$ cat src/shared/page_pkg.sv
// Constants for the special register page stack and core pointer block.
// Assumes an 8-bit direct address space whose upper half holds the
// special registers, driven by the core's instruction sequencer.
`default_nettype none

package page_pkg;

   // ----------------------------------------------------------------
   // Widths
   // ----------------------------------------------------------------
   localparam int unsigned DATA_W = 8;
   localparam int unsigned ADDR_W = 8;
   localparam int unsigned PAGE_COUNT = 256;

   // ----------------------------------------------------------------
   // Direct address map (all registers here decode on every page)
   // ----------------------------------------------------------------
   localparam logic [7:0] SPECIAL_BASE = 8'h80;
   localparam logic [7:0] SPECIAL_TOP = 8'hff;
   localparam logic [7:0] ADDR_STACK_TOP_POINTER = 8'h81;
   localparam logic [7:0] ADDR_POINTER_LOW_BYTE = 8'h82;
   localparam logic [7:0] ADDR_POINTER_HIGH_BYTE = 8'h83;
   localparam logic [7:0] ADDR_PAGE_CONTROL_REG = 8'h84;
   localparam logic [7:0] ADDR_PAGE_STACK_MIDDLE = 8'h85;
   localparam logic [7:0] ADDR_PAGE_STACK_BOTTOM = 8'h86;
   localparam logic [7:0] ADDR_PAGE_SELECT = 8'ha7;

   // ----------------------------------------------------------------
   // Populated pages
   // ----------------------------------------------------------------
   localparam logic [7:0] PAGE_LOW = 8'h00;
   localparam logic [7:0] PAGE_HIGH = 8'h0f;

   // ----------------------------------------------------------------
   // Fields and reset values
   // ----------------------------------------------------------------
   localparam int unsigned AUTO_PAGE_ENABLE_BIT = 0;
   localparam logic [7:0] STACK_TOP_RESET = 8'h07;
   localparam logic [7:0] POINTER_RESET = 8'h00;
   localparam logic [7:0] PAGE_RESET = 8'h00;
   localparam logic [7:0] EMPTY_PAGE = 8'h00;
   localparam logic [7:0] STACK_STEP = 8'h01;
   localparam logic [7:0] READ_ZERO = 8'h00;

   // Stack activity of one cycle; a push wins over a pop
   typedef enum logic [1:0] {
      STACK_HOLD = 2'b00,
      STACK_PUSH = 2'b01,
      STACK_POP = 2'b11
   } stack_op_e;

endpackage : page_pkg

`default_nettype wire

$ cat src/logic/page_stack_cell.sv
// One byte of state that software may write and hardware may reload.
// Assumes load strobes are from the same clock; hardware load wins.
`default_nettype none

module page_stack_cell #(
   parameter int unsigned WIDTH = 8,
   parameter logic [WIDTH-1:0] RESET_VALUE = '0
) (
   input wire logic i_core_clk,
   input wire logic i_nrst,
   input wire logic i_hw_load,
   input wire logic [WIDTH-1:0] i_hw_value,
   input wire logic i_sw_load,
   input wire logic [WIDTH-1:0] i_sw_value,
   output logic [WIDTH-1:0] o_value
);

   logic [WIDTH-1:0] value;
   logic [WIDTH-1:0] next_value;

   // Hardware reload beats a software write in the same cycle, so a
   // push never loses its saved page
   always_comb begin
      next_value = value;
      if (i_hw_load) begin
         next_value = i_hw_value;
      end else if (i_sw_load) begin
         next_value = i_sw_value;
      end
   end

   // Register stage
   always_ff @(posedge i_core_clk) begin
      if (!i_nrst) begin
         value <= RESET_VALUE;
      end else begin
         value <= next_value;
      end
   end

   assign o_value = value;

endmodule // page_stack_cell

`default_nettype wire

$ cat src/logic/sfr_page_stack_and_pointers.sv
// Special register page selection, three-deep page stack, data pointer
// and stack pointer of the core.
// Assumes the sequencer drives one direct access per cycle at most and
// pulses interrupt entry and return for one cycle each.
`default_nettype none

module sfr_page_stack_and_pointers #(
   parameter int unsigned PAGE_W = page_pkg::DATA_W
) (
   input wire logic i_core_clk,
   input wire logic i_nrst,
   input wire logic [page_pkg::ADDR_W-1:0] i_dir_addr,
   input wire logic i_dir_wr,
   input wire logic i_dir_rd,
   input wire logic [page_pkg::DATA_W-1:0] i_dir_wdata,
   input wire logic i_int_enter,
   input wire logic [PAGE_W-1:0] i_int_page,
   input wire logic i_int_return,
   input wire logic i_stack_push,
   input wire logic i_stack_pop,
   output logic [page_pkg::DATA_W-1:0] o_dir_rdata,
   output logic o_dir_rd_hit,
   output logic [PAGE_W-1:0] o_page_select,
   output logic o_page_low_active,
   output logic o_page_high_active,
   output logic [15:0] o_indirect_pointer_16,
   output logic [page_pkg::DATA_W-1:0] o_stack_top_pointer
);

   import page_pkg::*;

   // ----------------------------------------------------------------
   // Address decode
   // ----------------------------------------------------------------
   logic wr_select, wr_middle, wr_bottom, wr_control;
   logic in_special, wr_top_ptr, wr_ptr_lo, wr_ptr_hi;

   // Core registers answer on every page, so the page value plays no
   // part here; paged peripherals qualify with the page outputs
   always_comb begin
      in_special = (i_dir_addr >= SPECIAL_BASE) && (i_dir_addr <= SPECIAL_TOP);
      wr_select = i_dir_wr && (i_dir_addr == ADDR_PAGE_SELECT);
      wr_middle = i_dir_wr && (i_dir_addr == ADDR_PAGE_STACK_MIDDLE);
      wr_bottom = i_dir_wr && (i_dir_addr == ADDR_PAGE_STACK_BOTTOM);
      wr_control = i_dir_wr && (i_dir_addr == ADDR_PAGE_CONTROL_REG);
      wr_top_ptr = i_dir_wr && (i_dir_addr == ADDR_STACK_TOP_POINTER);
      wr_ptr_lo = i_dir_wr && (i_dir_addr == ADDR_POINTER_LOW_BYTE);
      wr_ptr_hi = i_dir_wr && (i_dir_addr == ADDR_POINTER_HIGH_BYTE);
   end

   // ----------------------------------------------------------------
   // Page control
   // ----------------------------------------------------------------
   logic auto_page_enable;
   logic next_auto_page_enable;

   // Only the enable bit is stored; the other bits read as zero
   always_comb begin
      next_auto_page_enable = auto_page_enable;
      if (wr_control) begin
         next_auto_page_enable = i_dir_wdata[AUTO_PAGE_ENABLE_BIT];
      end
   end

   always_ff @(posedge i_core_clk) begin
      if (!i_nrst) begin
         auto_page_enable <= 1'b1;
      end else begin
         auto_page_enable <= next_auto_page_enable;
      end
   end

   // ----------------------------------------------------------------
   // Page stack
   // ----------------------------------------------------------------
   stack_op_e stack_op;
   logic [PAGE_W-1:0] page_select, page_stack_middle, page_stack_bottom;
   logic [PAGE_W-1:0] hw_select, hw_middle, sw_page;

   // Entry wins over a return in the same cycle; with paging off the
   // stack ignores both, so the routine keeps whatever page it had
   always_comb begin
      stack_op = STACK_HOLD;
      if (auto_page_enable && i_int_enter) begin
         stack_op = STACK_PUSH;
      end else if (auto_page_enable && i_int_return) begin
         stack_op = STACK_POP;
      end
   end

   // A pop refills the bottom with the empty marker, so a later pop
   // with nothing saved returns page zero
   always_comb begin
      hw_select = page_stack_middle;
      hw_middle = page_stack_bottom;
      if (stack_op == STACK_PUSH) begin
         hw_select = i_int_page;
         hw_middle = page_select;
      end
      sw_page = i_dir_wdata[PAGE_W-1:0];
   end

   // Top of the stack: the live page select
   page_stack_cell #(
      .WIDTH(PAGE_W),
      .RESET_VALUE(PAGE_W'(PAGE_RESET))
   ) u_select (
      .i_core_clk(i_core_clk),
      .i_nrst(i_nrst),
      .i_hw_load(stack_op != STACK_HOLD),
      .i_hw_value(hw_select),
      .i_sw_load(wr_select),
      .i_sw_value(sw_page),
      .o_value(page_select)
   );

   // Middle entry
   page_stack_cell #(
      .WIDTH(PAGE_W),
      .RESET_VALUE(PAGE_W'(PAGE_RESET))
   ) u_middle (
      .i_core_clk(i_core_clk),
      .i_nrst(i_nrst),
      .i_hw_load(stack_op != STACK_HOLD),
      .i_hw_value(hw_middle),
      .i_sw_load(wr_middle),
      .i_sw_value(sw_page),
      .o_value(page_stack_middle)
   );

   // Bottom entry; a push overwrites any software value here
   page_stack_cell #(
      .WIDTH(PAGE_W),
      .RESET_VALUE(PAGE_W'(PAGE_RESET))
   ) u_bottom (
      .i_core_clk(i_core_clk),
      .i_nrst(i_nrst),
      .i_hw_load(stack_op != STACK_HOLD),
      .i_hw_value((stack_op == STACK_PUSH) ? page_stack_middle
                  : PAGE_W'(EMPTY_PAGE)),
      .i_sw_load(wr_bottom),
      .i_sw_value(sw_page),
      .o_value(page_stack_bottom)
   );

   // ----------------------------------------------------------------
   // Data pointer and stack pointer
   // ----------------------------------------------------------------
   logic [DATA_W-1:0] pointer_low_byte, pointer_high_byte, stack_top_pointer;
   logic [DATA_W-1:0] next_pointer_low_byte, next_pointer_high_byte;
   logic [DATA_W-1:0] next_stack_top_pointer;

   // The core's own push or pop wins over a direct write to the
   // stack pointer, matching the stack entries above
   always_comb begin
      next_pointer_low_byte = wr_ptr_lo ? i_dir_wdata : pointer_low_byte;
      next_pointer_high_byte = wr_ptr_hi ? i_dir_wdata : pointer_high_byte;
      next_stack_top_pointer = stack_top_pointer;
      if (i_stack_push) begin
         next_stack_top_pointer = stack_top_pointer + STACK_STEP;
      end else if (i_stack_pop) begin
         next_stack_top_pointer = stack_top_pointer - STACK_STEP;
      end else if (wr_top_ptr) begin
         next_stack_top_pointer = i_dir_wdata;
      end
   end

   always_ff @(posedge i_core_clk) begin
      if (!i_nrst) begin
         pointer_low_byte <= POINTER_RESET;
         pointer_high_byte <= POINTER_RESET;
         stack_top_pointer <= STACK_TOP_RESET;
      end else begin
         pointer_low_byte <= next_pointer_low_byte;
         pointer_high_byte <= next_pointer_high_byte;
         stack_top_pointer <= next_stack_top_pointer;
      end
   end

   // ----------------------------------------------------------------
   // Read path and page qualifiers
   // ----------------------------------------------------------------
   logic [DATA_W-1:0] rd_mux, next_dir_rdata;
   logic rd_known, next_rd_hit;
   logic [PAGE_W-1:0] next_page_select;

   // Reads of core registers see the value before this cycle's update
   always_comb begin
      rd_known = 1'b1;
      unique case (i_dir_addr)
         ADDR_STACK_TOP_POINTER: rd_mux = stack_top_pointer;
         ADDR_POINTER_LOW_BYTE: rd_mux = pointer_low_byte;
         ADDR_POINTER_HIGH_BYTE: rd_mux = pointer_high_byte;
         ADDR_PAGE_CONTROL_REG: rd_mux = DATA_W'(auto_page_enable);
         ADDR_PAGE_SELECT: rd_mux = DATA_W'(page_select);
         ADDR_PAGE_STACK_MIDDLE: rd_mux = DATA_W'(page_stack_middle);
         ADDR_PAGE_STACK_BOTTOM: rd_mux = DATA_W'(page_stack_bottom);
         default: begin
            rd_mux = READ_ZERO;
            rd_known = 1'b0;
         end
      endcase
      next_rd_hit = i_dir_rd && in_special && rd_known;
      next_dir_rdata = next_rd_hit ? rd_mux : READ_ZERO;
   end

   // Qualifiers are taken from the next page so they line up with the
   // register they are compared against; the page lags no cycle
   always_comb begin
      next_page_select = page_select;
      if (stack_op == STACK_PUSH) begin
         next_page_select = i_int_page;
      end else if (stack_op == STACK_POP) begin
         next_page_select = page_stack_middle;
      end else if (wr_select) begin
         next_page_select = sw_page;
      end
   end

   always_ff @(posedge i_core_clk) begin
      if (!i_nrst) begin
         o_dir_rdata <= READ_ZERO;
         o_dir_rd_hit <= 1'b0;
         o_page_low_active <= 1'b1;
         o_page_high_active <= 1'b0;
      end else begin
         o_dir_rdata <= next_dir_rdata;
         o_dir_rd_hit <= next_rd_hit;
         o_page_low_active <= (next_page_select == PAGE_W'(PAGE_LOW));
         o_page_high_active <= (next_page_select == PAGE_W'(PAGE_HIGH));
      end
   end

   assign o_page_select = page_select;
   assign o_indirect_pointer_16 = {pointer_high_byte, pointer_low_byte};
   assign o_stack_top_pointer = stack_top_pointer;
endmodule // sfr_page_stack_and_pointers

`default_nettype wire

$ cat config.mk
export PLATFORM = sky130hd
export DESIGN_NAME = sfr_page_stack_and_pointers
export DESIGN_NICKNAME = d
export VERILOG_FILES = /design/src/shared/page_pkg.sv /design/src/logic/page_stack_cell.sv /design/src/logic/sfr_page_stack_and_pointers.sv
export SDC_FILE = /design/constraint.sdc
export NUM_CORES = 1
export LEC_CHECK = 0
export BUFFER_PORTS_ARGS = -buffer_cell sky130_fd_sc_hd__buf_2
export CORE_MARGIN = 2
export CORE_UTILIZATION = 49
export DETAILED_ROUTE_END_ITERATION = 7
export HOLD_SLACK_MARGIN = 0.05
export PLACE_DENSITY = 0.76
export SYNTH_ARGS = -nofsm -noshare
export SYNTH_HDL_FRONTEND = slang
export SYNTH_SLANG_ARGS = --single-unit
$ cat constraint.sdc
create_clock -name i_core_clk -period 2.6 [get_ports i_core_clk]
set_input_delay 0.78 -clock i_core_clk [delete_from_list [all_inputs] [get_ports i_core_clk]]
set_output_delay 0.78 -clock i_core_clk [all_outputs]
set_load 0.1 [all_outputs]
==> results of run 1 <==
## worst reg2reg max path, stage by stage, from the launching register on
cell,delay [ns]
dfxtp_1,0.33
buf_4,0.21
and2_1,0.19
a32o_1,0.22
a221oi_1,0.29
nand4_1,0.13
a21o_1,0.21
o41ai_2,0.33
## registers in the layout, summed over array words and instances (netlist names), 8 cells and up
name / count
pointer_low_byte: 8
pointer_high_byte: 8
o_dir_rdata: 8
u_select.o_value: 8
o_stack_top_pointer: 8
u_middle.o_value: 8
u_bottom.o_value: 8
## power breakdown
group	internal [mW]	switching, mW	total, mW
Clock	0.544	0.429	0.973
Sequential	0.959	0.0703	1.03
Combinational	0.159	0.350	0.509
## stage by stage
| step | cells | cell area [um2] | hold WS [ns] | utilization (%) | total power, mW |
|---|---|---|---|---|---|
| floorplan | 399 | 3320 | 0.490 | - | 1.39 |
| global placement | 558 | 3960 | 0.499 | 61.3 | 1.54 |
| detailed placement | 558 | 3960 | 0.510 | 61.3 | 1.55 |
| CTS | 574 | 4180 | 0.525 | 64.8 | 2.51 |
| global route | 574 | 4180 | 0.544 | 64.8 | 2.61 |
| finish | 574 | 4180 | 0.523 | 64.8 | 2.51 |
## worst max-delay path by stage
stage	from	to	slack [ns]	cells past startpoint
detailed placement	i_dir_addr[6]	o_page_low_active$_SDFF_PN1_	-0.14	6
global placement	i_dir_addr[4]	o_stack_top_pointer[4]$_SDFFE_PN0P_	-0.007	9
global route	i_dir_addr[6]	o_page_low_active$_SDFF_PN1_	0.11	8
floorplan	i_dir_addr[6]	o_page_low_active$_SDFF_PN1_	0.04	6
CTS	i_dir_addr[6]	o_page_low_active$_SDFF_PN1_	0.18	8
finish	i_dir_addr[6]	o_page_low_active$_SDFF_PN1_	0.15	8
## cell usage after synthesis (2+ instances only)
cell type	n	area, um2
buf_1	3	11.3
a31oi_1	2	12.5
and2_1	4	25.0
nor3_1	8	40.0
nor2b_1	3	18.8
mux2i_1	28	280
nand2_1	25	93.8
nand3_1	10	50.1
a21o_1	4	30.0
a22oi_1	29	218
nor2_1	62	233
a211oi_1	21	158
a22o_1	11	96.3
a21oi_1	18	90.1
a222oi_1	2	20.0
inv_1	11	41.3
buf_4	4	30.0
o21ai_0	16	80.1
o311ai_0	2	17.5
xor2_1	2	17.5
o22ai_1	4	25.0
and3_1	4	25.0
dfxtp_1	60	1200
clkbuf_1	20	75.1
buf_2	3	15.0
nand2b_1	6	37.5
o211ai_1	2	15.0
a221oi_1	9	78.8
ha_1	2	25.0
## kinds of logic after synthesis
kind of cell / share of synthesized area (%)
AND/OR/NAND/NOR: 19.0
buffers and inverters: 5.20
multiplexers: 8.78
XOR/XNOR: 0.528
adder cells (fa/ha/maj): 0.754
flip-flops: 36.2
AO/OA/AOI/OAI: 29.5
## layout make-up
cell class	count	area share, %
Multi-Input combinational cell	298	46.6
Timing Repair Buffer	112	16.0
Sequential cell	60	28.7
Tap cell	77	2.30
Clock inverter	7	2.42
Clock buffer	9	2.96
Inverter	11	0.987
## per-layer routing
metal | up-vias | GRT usage, % | part of all wire, %
met5 | - | 0 | 0
met4 | 0 | 10.9 | 2.9
met3 | 37 | 7.81 | 10
met2 | 233 | 44.8 | 46
met1 | 1758 | 41.1 | 41
li1 | 1685 | - | -
==> flow_summary_export.csv, run 1 <==
group,metric,value,unit
finish,fillers,581,
detailed_routing,drc,0,
timing,fin_crit_sh,94.4,%
finish,syn_to_final_growth,26.0,%
flow_run,max_cap_violations,0,
detailed_routing,drt_iter0_drc,401,
worst_setup_path,start_kind,"primary input",
placement,dp_hpwl,7630,um
cts,post_cts_resized,0,
synthesis,synth_edf_count,0,
finish,final_common_cell,"buf_2",
worst_setup_path,rr_worst_depth,7,
min_path,min_to,"pointer_high_byte[7]$_SDFFE_PN0P_",
synthesis,ys_seq_elements,60,
placement,preCtsSetupSlack,-0.138,ns
worst_setup_path,crit_path_end_kind,"flop",
cts,cts_made_buffers,9,
synthesis,async_flop_share,0,%
die,core_area,0.00646,mm2
worst_setup_path,path_cells,"buf_2 > or4b_4 > nor3_4 > buf_4 > mux2i_1 > a22oi_1 > a221o_1 > o41ai_2",
worst_setup_path,arrival,2.70,ns
global_route,grt-ovfl-total,0,
detailed_routing,routed_wl,10700,um
worst_setup_path,r2r-start,"auto_page_enable$_SDFFE_PN1P_",
cts,cts.htree.levels,3,
timing,setup-tns-final,0,ns
timing,fin_ws,0.146,ns
power_and_ir_drop,power_density,600,mW/mm2
timing,fin_skew,0.00680,ns
die,io_pins,75,
synthesis,synthDistinctLibCells,53,
worst_setup_path,crit_required,2.85,ns
power_and_ir_drop,irDropWorstVdd,0.390,mV
global_route,grt_pass1_wl,17100,um
timing,maxSlewViolCount,0,
global_route,grt_max_degree,21,
finish,seq_area,0.00120,mm2
cts,clkLatencyLatePin,0.36,ns
cts,cts_setup_buffers,0,
die,die_x,86.3,um
global_route,grt_pass1_vias,3286,
die,dieArea,0.00745,mm2
cts,clk_pin_slew,0.08,ns
synthesis,yosys_warnings,0,
timing,fmax,0.408,GHz
worst_setup_path,cpPeakStageDelay,0.58,ns
timing,setup_viol,0,
worst_setup_path,crit_fanout,3,
finish,num_antenna_cells,0,
timing,rsz0062_at_grt,"false",
synthesis,yosysSeqAreaShare,36.2,%
die,die_h,86.3,um
synthesis,synth_area,0.00332,mm2
die,rows,29,
outcome,status,"complete, no violations",
worst_setup_path,r2r_end,"o_page_low_active$_SDFF_PN1_",
cts,clk_path_buf_depth,2,
synthesis,syn_area_per_cell,8.32,um2
global_route,antenna_found_initial,0,
timing,max_slew_margin,48.2,%
worst_setup_path,critical-path-top-delay-family,"simple AND/OR/NAND/NOR gates",
finish,layout_common_cells,"buf_2 (74), nor2_1 (62), dfxtp_1 (60)",
worst_setup_path,r2r_slack,0.59,ns
synthesis,synthFlopType,"dfxtp_1",
min_path,hold_depth,2,
timing,hold_viol,0,
min_path,hold_start,"pointer_high_byte[7]$_SDFFE_PN0P_",
cts,cts_sinks,60,
finish,multi_input_area,0.00195,mm2
detailed_routing,drtAntennaViolNets,0,
detailed_routing,drt_pass1_iterations,6,
cts,cts-root-buf,"clkbuf_8",
worst_setup_path,cp_slowest_cell,"or4b_4",
placement,gp_congestion,0.905,
timing,period_minus_slack,2.45,ns
worst_setup_path,worstSetupPathType,"primary input to flop",
placement,portBuffers,74,
timing,worstMarginPinSlew,0.772,ns
detailed_routing,num_vias,3713,
cts,cts_tree,"done",
detailed_routing,viasPerCell,6.47,
min_path,min_path_type,"flop to flop",
global_route,grt_use_total,29.7,%
power_and_ir_drop,power_leakage,1.84,nW
detailed_routing,wl_per_cell,18.7,um
die,initial_core_util,51.4,%
synthesis,syn_nets,433,
synthesis,syn_inst,399,
finish,drive_above_1_share,28.6,%
worst_setup_path,crit_buf_inv,2,
cts,hold_buffers,0,
finish,fin_nets,526,
Note: power is estimated with default switching activity, not from simulation.
==> run 2: changes to the inputs <==
Settings changed: CORE_UTILIZATION 49 to 51, PLACE_DENSITY 0.76 to 0.77, SYNTH_HIERARCHICAL set to 1.
==> flow_summary_export.csv, run 2 <==
group,metric,value,unit
global_route,grt-ovfl-total,0,
die,rows,31,
synthesis,synthAdderAreaFrac,0.638,%
timing,setup_viol,0,
timing,fin_skew,0.00775,ns
cts,cts.htree.levels,3,
synthesis,synth_top_family_by_area,"compound AO/OA/AOI/OAI gates",
cts,cts_setup_buffers,0,
synthesis,synthFlopType,"dfxtp_1",
cts,post_cts_resized,0,
placement,place_area,0.00447,mm2
die,core_area,0.00733,mm2
synthesis,synthMostInstantiatedCell,"dfxtp_1",
synthesis,synth.area.top_cells,"dfxtp_1 (31%), mux2_4 (9.2%), o211a_1 (6.1%)",
timing,fmax,0.436,GHz
synthesis,synthMuxAreaShare,19.7,%
worst_setup_path,crit_path_end_kind,"flop",
min_path,min_path_type,"flop to flop",
synthesis,async_flop_share,0,%
synthesis,syn_area_per_cell,9.18,um2
detailed_routing,drtAntennaViolNets,0,
synthesis,yosys_warnings,6,
worst_setup_path,crit_fanout,8,
power_and_ir_drop,irDropWorstVdd,0.290,mV
finish,postLayoutCellArea,0.00466,mm2
synthesis,synthDistinctLibCells,62,
finish,num_antenna_cells,0,
finish,final_common_cell,"buf_2",
cts,clkLatencyLatePin,0.35,ns
cts,hold_buffers,0,
timing,period_minus_slack,2.30,ns
cts,cts_sinks,60,
global_route,grt_use_total,28.5,%
detailed_routing,routed_wl,11900,um
outcome,status,"complete, no violations",
timing,setup-tns-final,0,ns
die,initial_core_util,53.5,%
synthesis,syn_nets,461,
synthesis,synth_area,0.00392,mm2
synthesis,synth_top_area_share,30.6,%
worst_setup_path,start_kind,"primary input",
finish,fin_nets,536,
synthesis,synth_largest_area_cell,"dfxtp_1",
global_route,grt_pass1_wl,19100,um
finish,drive_above_1_share,33.7,%
global_route,antenna_found_initial,0,
timing,fin_crit_sh,88.3,%
detailed_routing,drt_pass1_iterations,7,
die,die_h,91.7,um
detailed_routing,viasPerCell,6.39,
timing,worstMarginPinSlew,0.651,ns
placement,gp_congestion,0.869,
detailed_routing,num_vias,3875,
placement,dp_hpwl,8010,um
cts,cts_tree,"done",
detailed_routing,drt_iter0_drc,493,
synthesis,syn_inst,427,
synthesis,synth_xor_area_share,0,%
placement,portBuffers,74,
cts,cts_made_buffers,9,
power_and_ir_drop,power_leakage,2.36,nW
die,dieArea,0.00841,mm2
global_route,grt_max_degree,49,
synthesis,synth_edf_count,0,
synthesis,synth_compound_area_share,23.2,%
finish,layout_common_cells,"buf_2 (74), dfxtp_1 (60), nor2_1 (30)",
cts,clk_pin_slew,0.07,ns
finish,fillers,610,
finish,syn_to_final_growth,18.8,%
cts,clk_path_buf_depth,2,
flow_run,max_cap_violations,0,
timing,hold_viol,0,
worst_setup_path,crit_required,2.84,ns
cts,cts-root-buf,"clkbuf_8",
synthesis,yosysSeqAreaShare,30.6,%
worst_setup_path,worstSetupPathType,"primary input to flop",
timing,max_slew_margin,56.6,%
power_and_ir_drop,power_density,506,mW/mm2
detailed_routing,wl_per_cell,19.6,um
timing,holdWs,0.526,ns
die,io_pins,75,
synthesis,ys_seq_elements,60,
detailed_routing,drc,0,
timing,maxSlewViolCount,0,
synthesis,yosys.area_share.simple,20.5,%
timing,rsz0062_at_grt,"false",
worst_setup_path,arrival,2.54,ns
die,die_x,91.7,um
finish,post-route-util,63.6,%
synthesis,synth_commonest_cells,"dfxtp_1 (60), nor2_1 (30), mux2_4 (24), o211a_1 (24), or2b_1 (24)",
global_route,grt_pass1_vias,3692,
-- run 2: kinds of logic after synthesis --
family / after synthesis
and+or+nand+nor: 135
DFF: 60
AOI/OAI and AO/OA: 119
adders and majority gates: 2
buffers and inverters: 48
muxes: 63
-- run 2: routing by layer --
| metal | up-vias | track usage (%) | share of wire [%] |
|---|---|---|---|
| met3 | 32 | 6.66 | 8.2 |
| li1 | 1747 | - | - |
| met4 | 0 | 9.47 | 2.3 |
| met1 | 1870 | 38.3 | 42 |
| met2 | 226 | 45.0 | 47 |
| met5 | - | 0 | 0 |
-- run 2: worst paths after layout --
path	slack (ns)	cells after the start	endpoint	from
worst max register to register	0.60	7	o_stack_top_pointer[6]$_SDFFE_PN0P_	o_stack_top_pointer[1]$_SDFFE_PN1P_
worst min-delay path	0.53	2	pointer_high_byte[1]$_SDFFE_PN0P_	pointer_high_byte[1]$_SDFFE_PN0P_
worst max-delay path	0.30	7	u_select/o_value[3]$_SDFFE_PN0P_	i_dir_addr[4]
worst min register to register	0.53	2	pointer_high_byte[1]$_SDFFE_PN0P_	pointer_high_byte[1]$_SDFFE_PN0P_
-- run 2: cell type report --
cell class,count,area (um2),share of cell area [%]
clock buffers,12,165,3.54
clock inverters,4,22.5,0.483
multi-input cells,319,2510,54.0
well taps,99,124,2.66
repair buffers,99,583,12.5
flip-flops and latches,60,1200,25.8
inverters,13,48.8,1.05
-- run 2: critical path, cell delays in order --
cell and delay (ns):
buf_2 0.11, or4b_1 0.52, buf_4 0.20, nor3_4 0.25, buf_12 0.18, mux2_4 0.30, o211a_1 0.20
-- run 2: per-stage QoR --
| step | power [mW] | setup WS [ns] | instances |
|---|---|---|---|
| after floorplan | 1.42 | 0.104 | 427 |
| after global placement | 1.55 | -0.0276 | 590 |
| after detailed placement | 1.56 | -0.0349 | 590 |
| after CTS | 2.35 | 0.315 | 606 |
| after global routing | 2.44 | 0.214 | 606 |
| final | 2.36 | 0.305 | 606 |
-- run 2: power breakdown --
part	internal [mW]	total [mW]	switching, mW
registers	0.955	1.01	0.0583
logic	0.189	0.538	0.349
clock network	0.419	0.806	0.387
==> run 3: changes to the inputs <==
Settings changed: CORE_MARGIN 2 to 4.
==> flow_summary_export.csv, run 3 (synthesized netlist as in run 2, its figures left out) <==
group,metric,value,unit
worst_setup_path,critical-path-top-delay-family,"compound AO/OA/AOI/OAI gates",
cts,cts_made_buffers,9,
cts,post_cts_resized,0,
power_and_ir_drop,switching_share,32.7,%
placement,dp_hpwl,8350,um
worst_setup_path,start_kind,"primary input",
worst_setup_path,crit_buf_inv,4,
timing,fin_crit_sh,88.6,%
cts,cts_tree,"done",
global_route,grt_pass1_wl,18700,um
global_route,antenna_found_initial,0,
finish,drive_above_1_share,33.5,%
detailed_routing,routed_wl,11900,um
detailed_routing,viasPerCell,6.39,
detailed_routing,drt_pass1_iterations,5,
cts,clkLatencyLatePin,0.34,ns
detailed_routing,wl_per_cell,19.7,um
finish,postLayoutCellArea,0.00469,mm2
global_route,grt_use_total,26.5,%
finish,syn_to_final_growth,19.5,%
timing,setup_viol,0,
power_and_ir_drop,power.internal,1.64,mW
worst_setup_path,worstSetupPathType,"primary input to flop",
min_path,min_to,"pointer_high_byte[5]$_SDFFE_PN0P_",
timing,fin_skew,0.00979,ns
global_route,grt_busiest_layer,"met2",
timing,rsz0062_at_grt,"false",
worst_setup_path,crit_fanout,5,
worst_setup_path,r2r_slack,0.59,ns
timing,period_minus_slack,2.30,ns
finish,final_common_cell,"buf_2",
timing,fmax,0.434,GHz
power_and_ir_drop,power_density,519,mW/mm2
flow_run,max_cap_violations,0,
outcome,status,"complete, no violations",
cts,cts-root-buf,"clkbuf_8",
worst_setup_path,crit_path_end_kind,"flop",
worst_setup_path,path_cells,"buf_2 > or4b_1 > buf_4 > buf_4 > o31ai_1 > a32o_1 > inv_1 > o41ai_2",
placement,place_area,0.00448,mm2
detailed_routing,drc,0,
die,rows,31,
power_and_ir_drop,power_leakage,2.37,nW
worst_setup_path,r2r_end,"o_stack_top_pointer[6]$_SDFFE_PN0P_",
global_route,grt_use_met3,4.66,%
finish,layout_common_cells,"buf_2 (74), dfxtp_1 (60), nor2_1 (30)",
min_path,hold_start,"pointer_high_byte[5]$_SDFFE_PN0P_",
cts,clk_pin_slew,0.08,ns
die,io_pins,75,
worst_setup_path,crit_path_frequent_cell,"buf_4",
power_and_ir_drop,switchingPower,796,uW
min_path,min_path_type,"flop to flop",
timing,hold_viol,0,
cts,cts.htree.levels,3,
worst_setup_path,r2r-start,"o_stack_top_pointer[0]$_SDFFE_PN1P_",
detailed_routing,drt_iter0_drc,384,
finish,num_antenna_cells,0,
global_route,grt_pass1_vias,3570,
power_and_ir_drop,p_comb_share,22.0,%
placement,portBuffers,74,
placement,gp_congestion,0.869,
worst_setup_path,crit_required,2.86,ns
min_path,hold_depth,2,
cts,cts_setup_buffers,0,
global_route,met1_usage,37.6,%
power_and_ir_drop,clkPwrFrac,36.2,%
timing,setup-tns-final,0,ns
die,die_h,95.7,um
worst_setup_path,arrival,2.56,ns
power_and_ir_drop,power_frac_seq,41.8,%
cts,cts_sinks,60,
timing,worstMarginPinSlew,0.620,ns
finish,fin_nets,536,
detailed_routing,num_vias,3872,
die,dieArea,0.00916,mm2
global_route,grt_max_degree,49,
detailed_routing,drtAntennaViolNets,0,
worst_setup_path,rr_worst_depth,7,
cts,clk_path_buf_depth,2,
die,die_x,95.7,um
die,core_area,0.00737,mm2
global_route,grt-ovfl-total,0,
worst_setup_path,cp_slowest_cell,"or4b_1",
cts,hold_buffers,0,
finish,fillers,616,
timing,max_slew_margin,58.6,%
worst_setup_path,cpPeakStageDelay,0.52,ns
die,initial_core_util,53.2,%
global_route,met2_usage,40.1,%
power_and_ir_drop,irDropWorstVdd,0.294,mV
timing,maxSlewViolCount,0,
==> run 3: cell count changes in the layout (fill, tap and decap cells not counted), sizes merged <==
cell,change
clkinv,-1
bufinv,+1
==> run 3: worst register-to-register path: cells and delay by family, from the launching register on <==
family	cells	cell delay [ns]
buffers and inverters	1	0.15
and+or+nand+nor	1	0.48
DFF	1	0.42
adders and majority gates	1	0.22
AOI/OAI and AO/OA	4	0.61
==> run 3: worst max path at each step <==
stage             startpoint                               end  slack (ns)  cells past startpoint
6_report       i_dir_addr[4]      o_page_low_active$_SDFF_PN1_        0.30                      8
3_3_place_gp   i_dir_addr[4]      o_page_low_active$_SDFF_PN1_       -0.03                      8
2_1_floorplan  i_dir_addr[4]  u_bottom/o_value[0]$_SDFFE_PN0P_        0.10                      6
3_5_place_dp   i_dir_addr[4]      o_page_low_active$_SDFF_PN1_       -0.06                      8
5_1_grt        i_dir_addr[4]      o_page_low_active$_SDFF_PN1_        0.20                      8
4_1_cts        i_dir_addr[4]      o_page_low_active$_SDFF_PN1_        0.30                      8
==> run 3: area by class of cell <==
class	count	area (um2)	area share, %
flip-flops and latches	60	1200	25.6
multi-input cells	319	2510	53.7
well taps	99	124	2.64
repair buffers	99	596	12.7
inverters	13	48.8	1.04
clock inverters	4	47.5	1.01
clock buffers	12	155	3.31
==> run 3: per-stage QoR <==
stage	util [%]	std cells	setup slack, ns	hold slack [ns]	total power, mW
final	63.6	606	0.296	0.516	2.43
after global routing	63.6	606	0.201	0.558	2.52
after CTS	63.6	606	0.301	0.519	2.43
after detailed placement	60.8	590	-0.0555	0.497	1.56
after global placement	60.8	590	-0.0338	0.487	1.55
after floorplan	-	427	0.104	0.445	1.42
==> run 3: metal layers <==
layer  wire, um  part of all wire, %
met4        303                  2.5
met2       5510                   46
met1       5140                   43
met3        985                  8.3
met5          0                    0
==> run 3: power groups by stage <==
stage	logic [mW]	registers (mW)	clock network, mW
floorplan	0.266	1.15	0
global placement	0.514	1.03	0
detailed placement	0.526	1.03	0
CTS	0.529	1.01	0.890
global route	0.569	1.02	0.927
finish	0.535	1.02	0.881
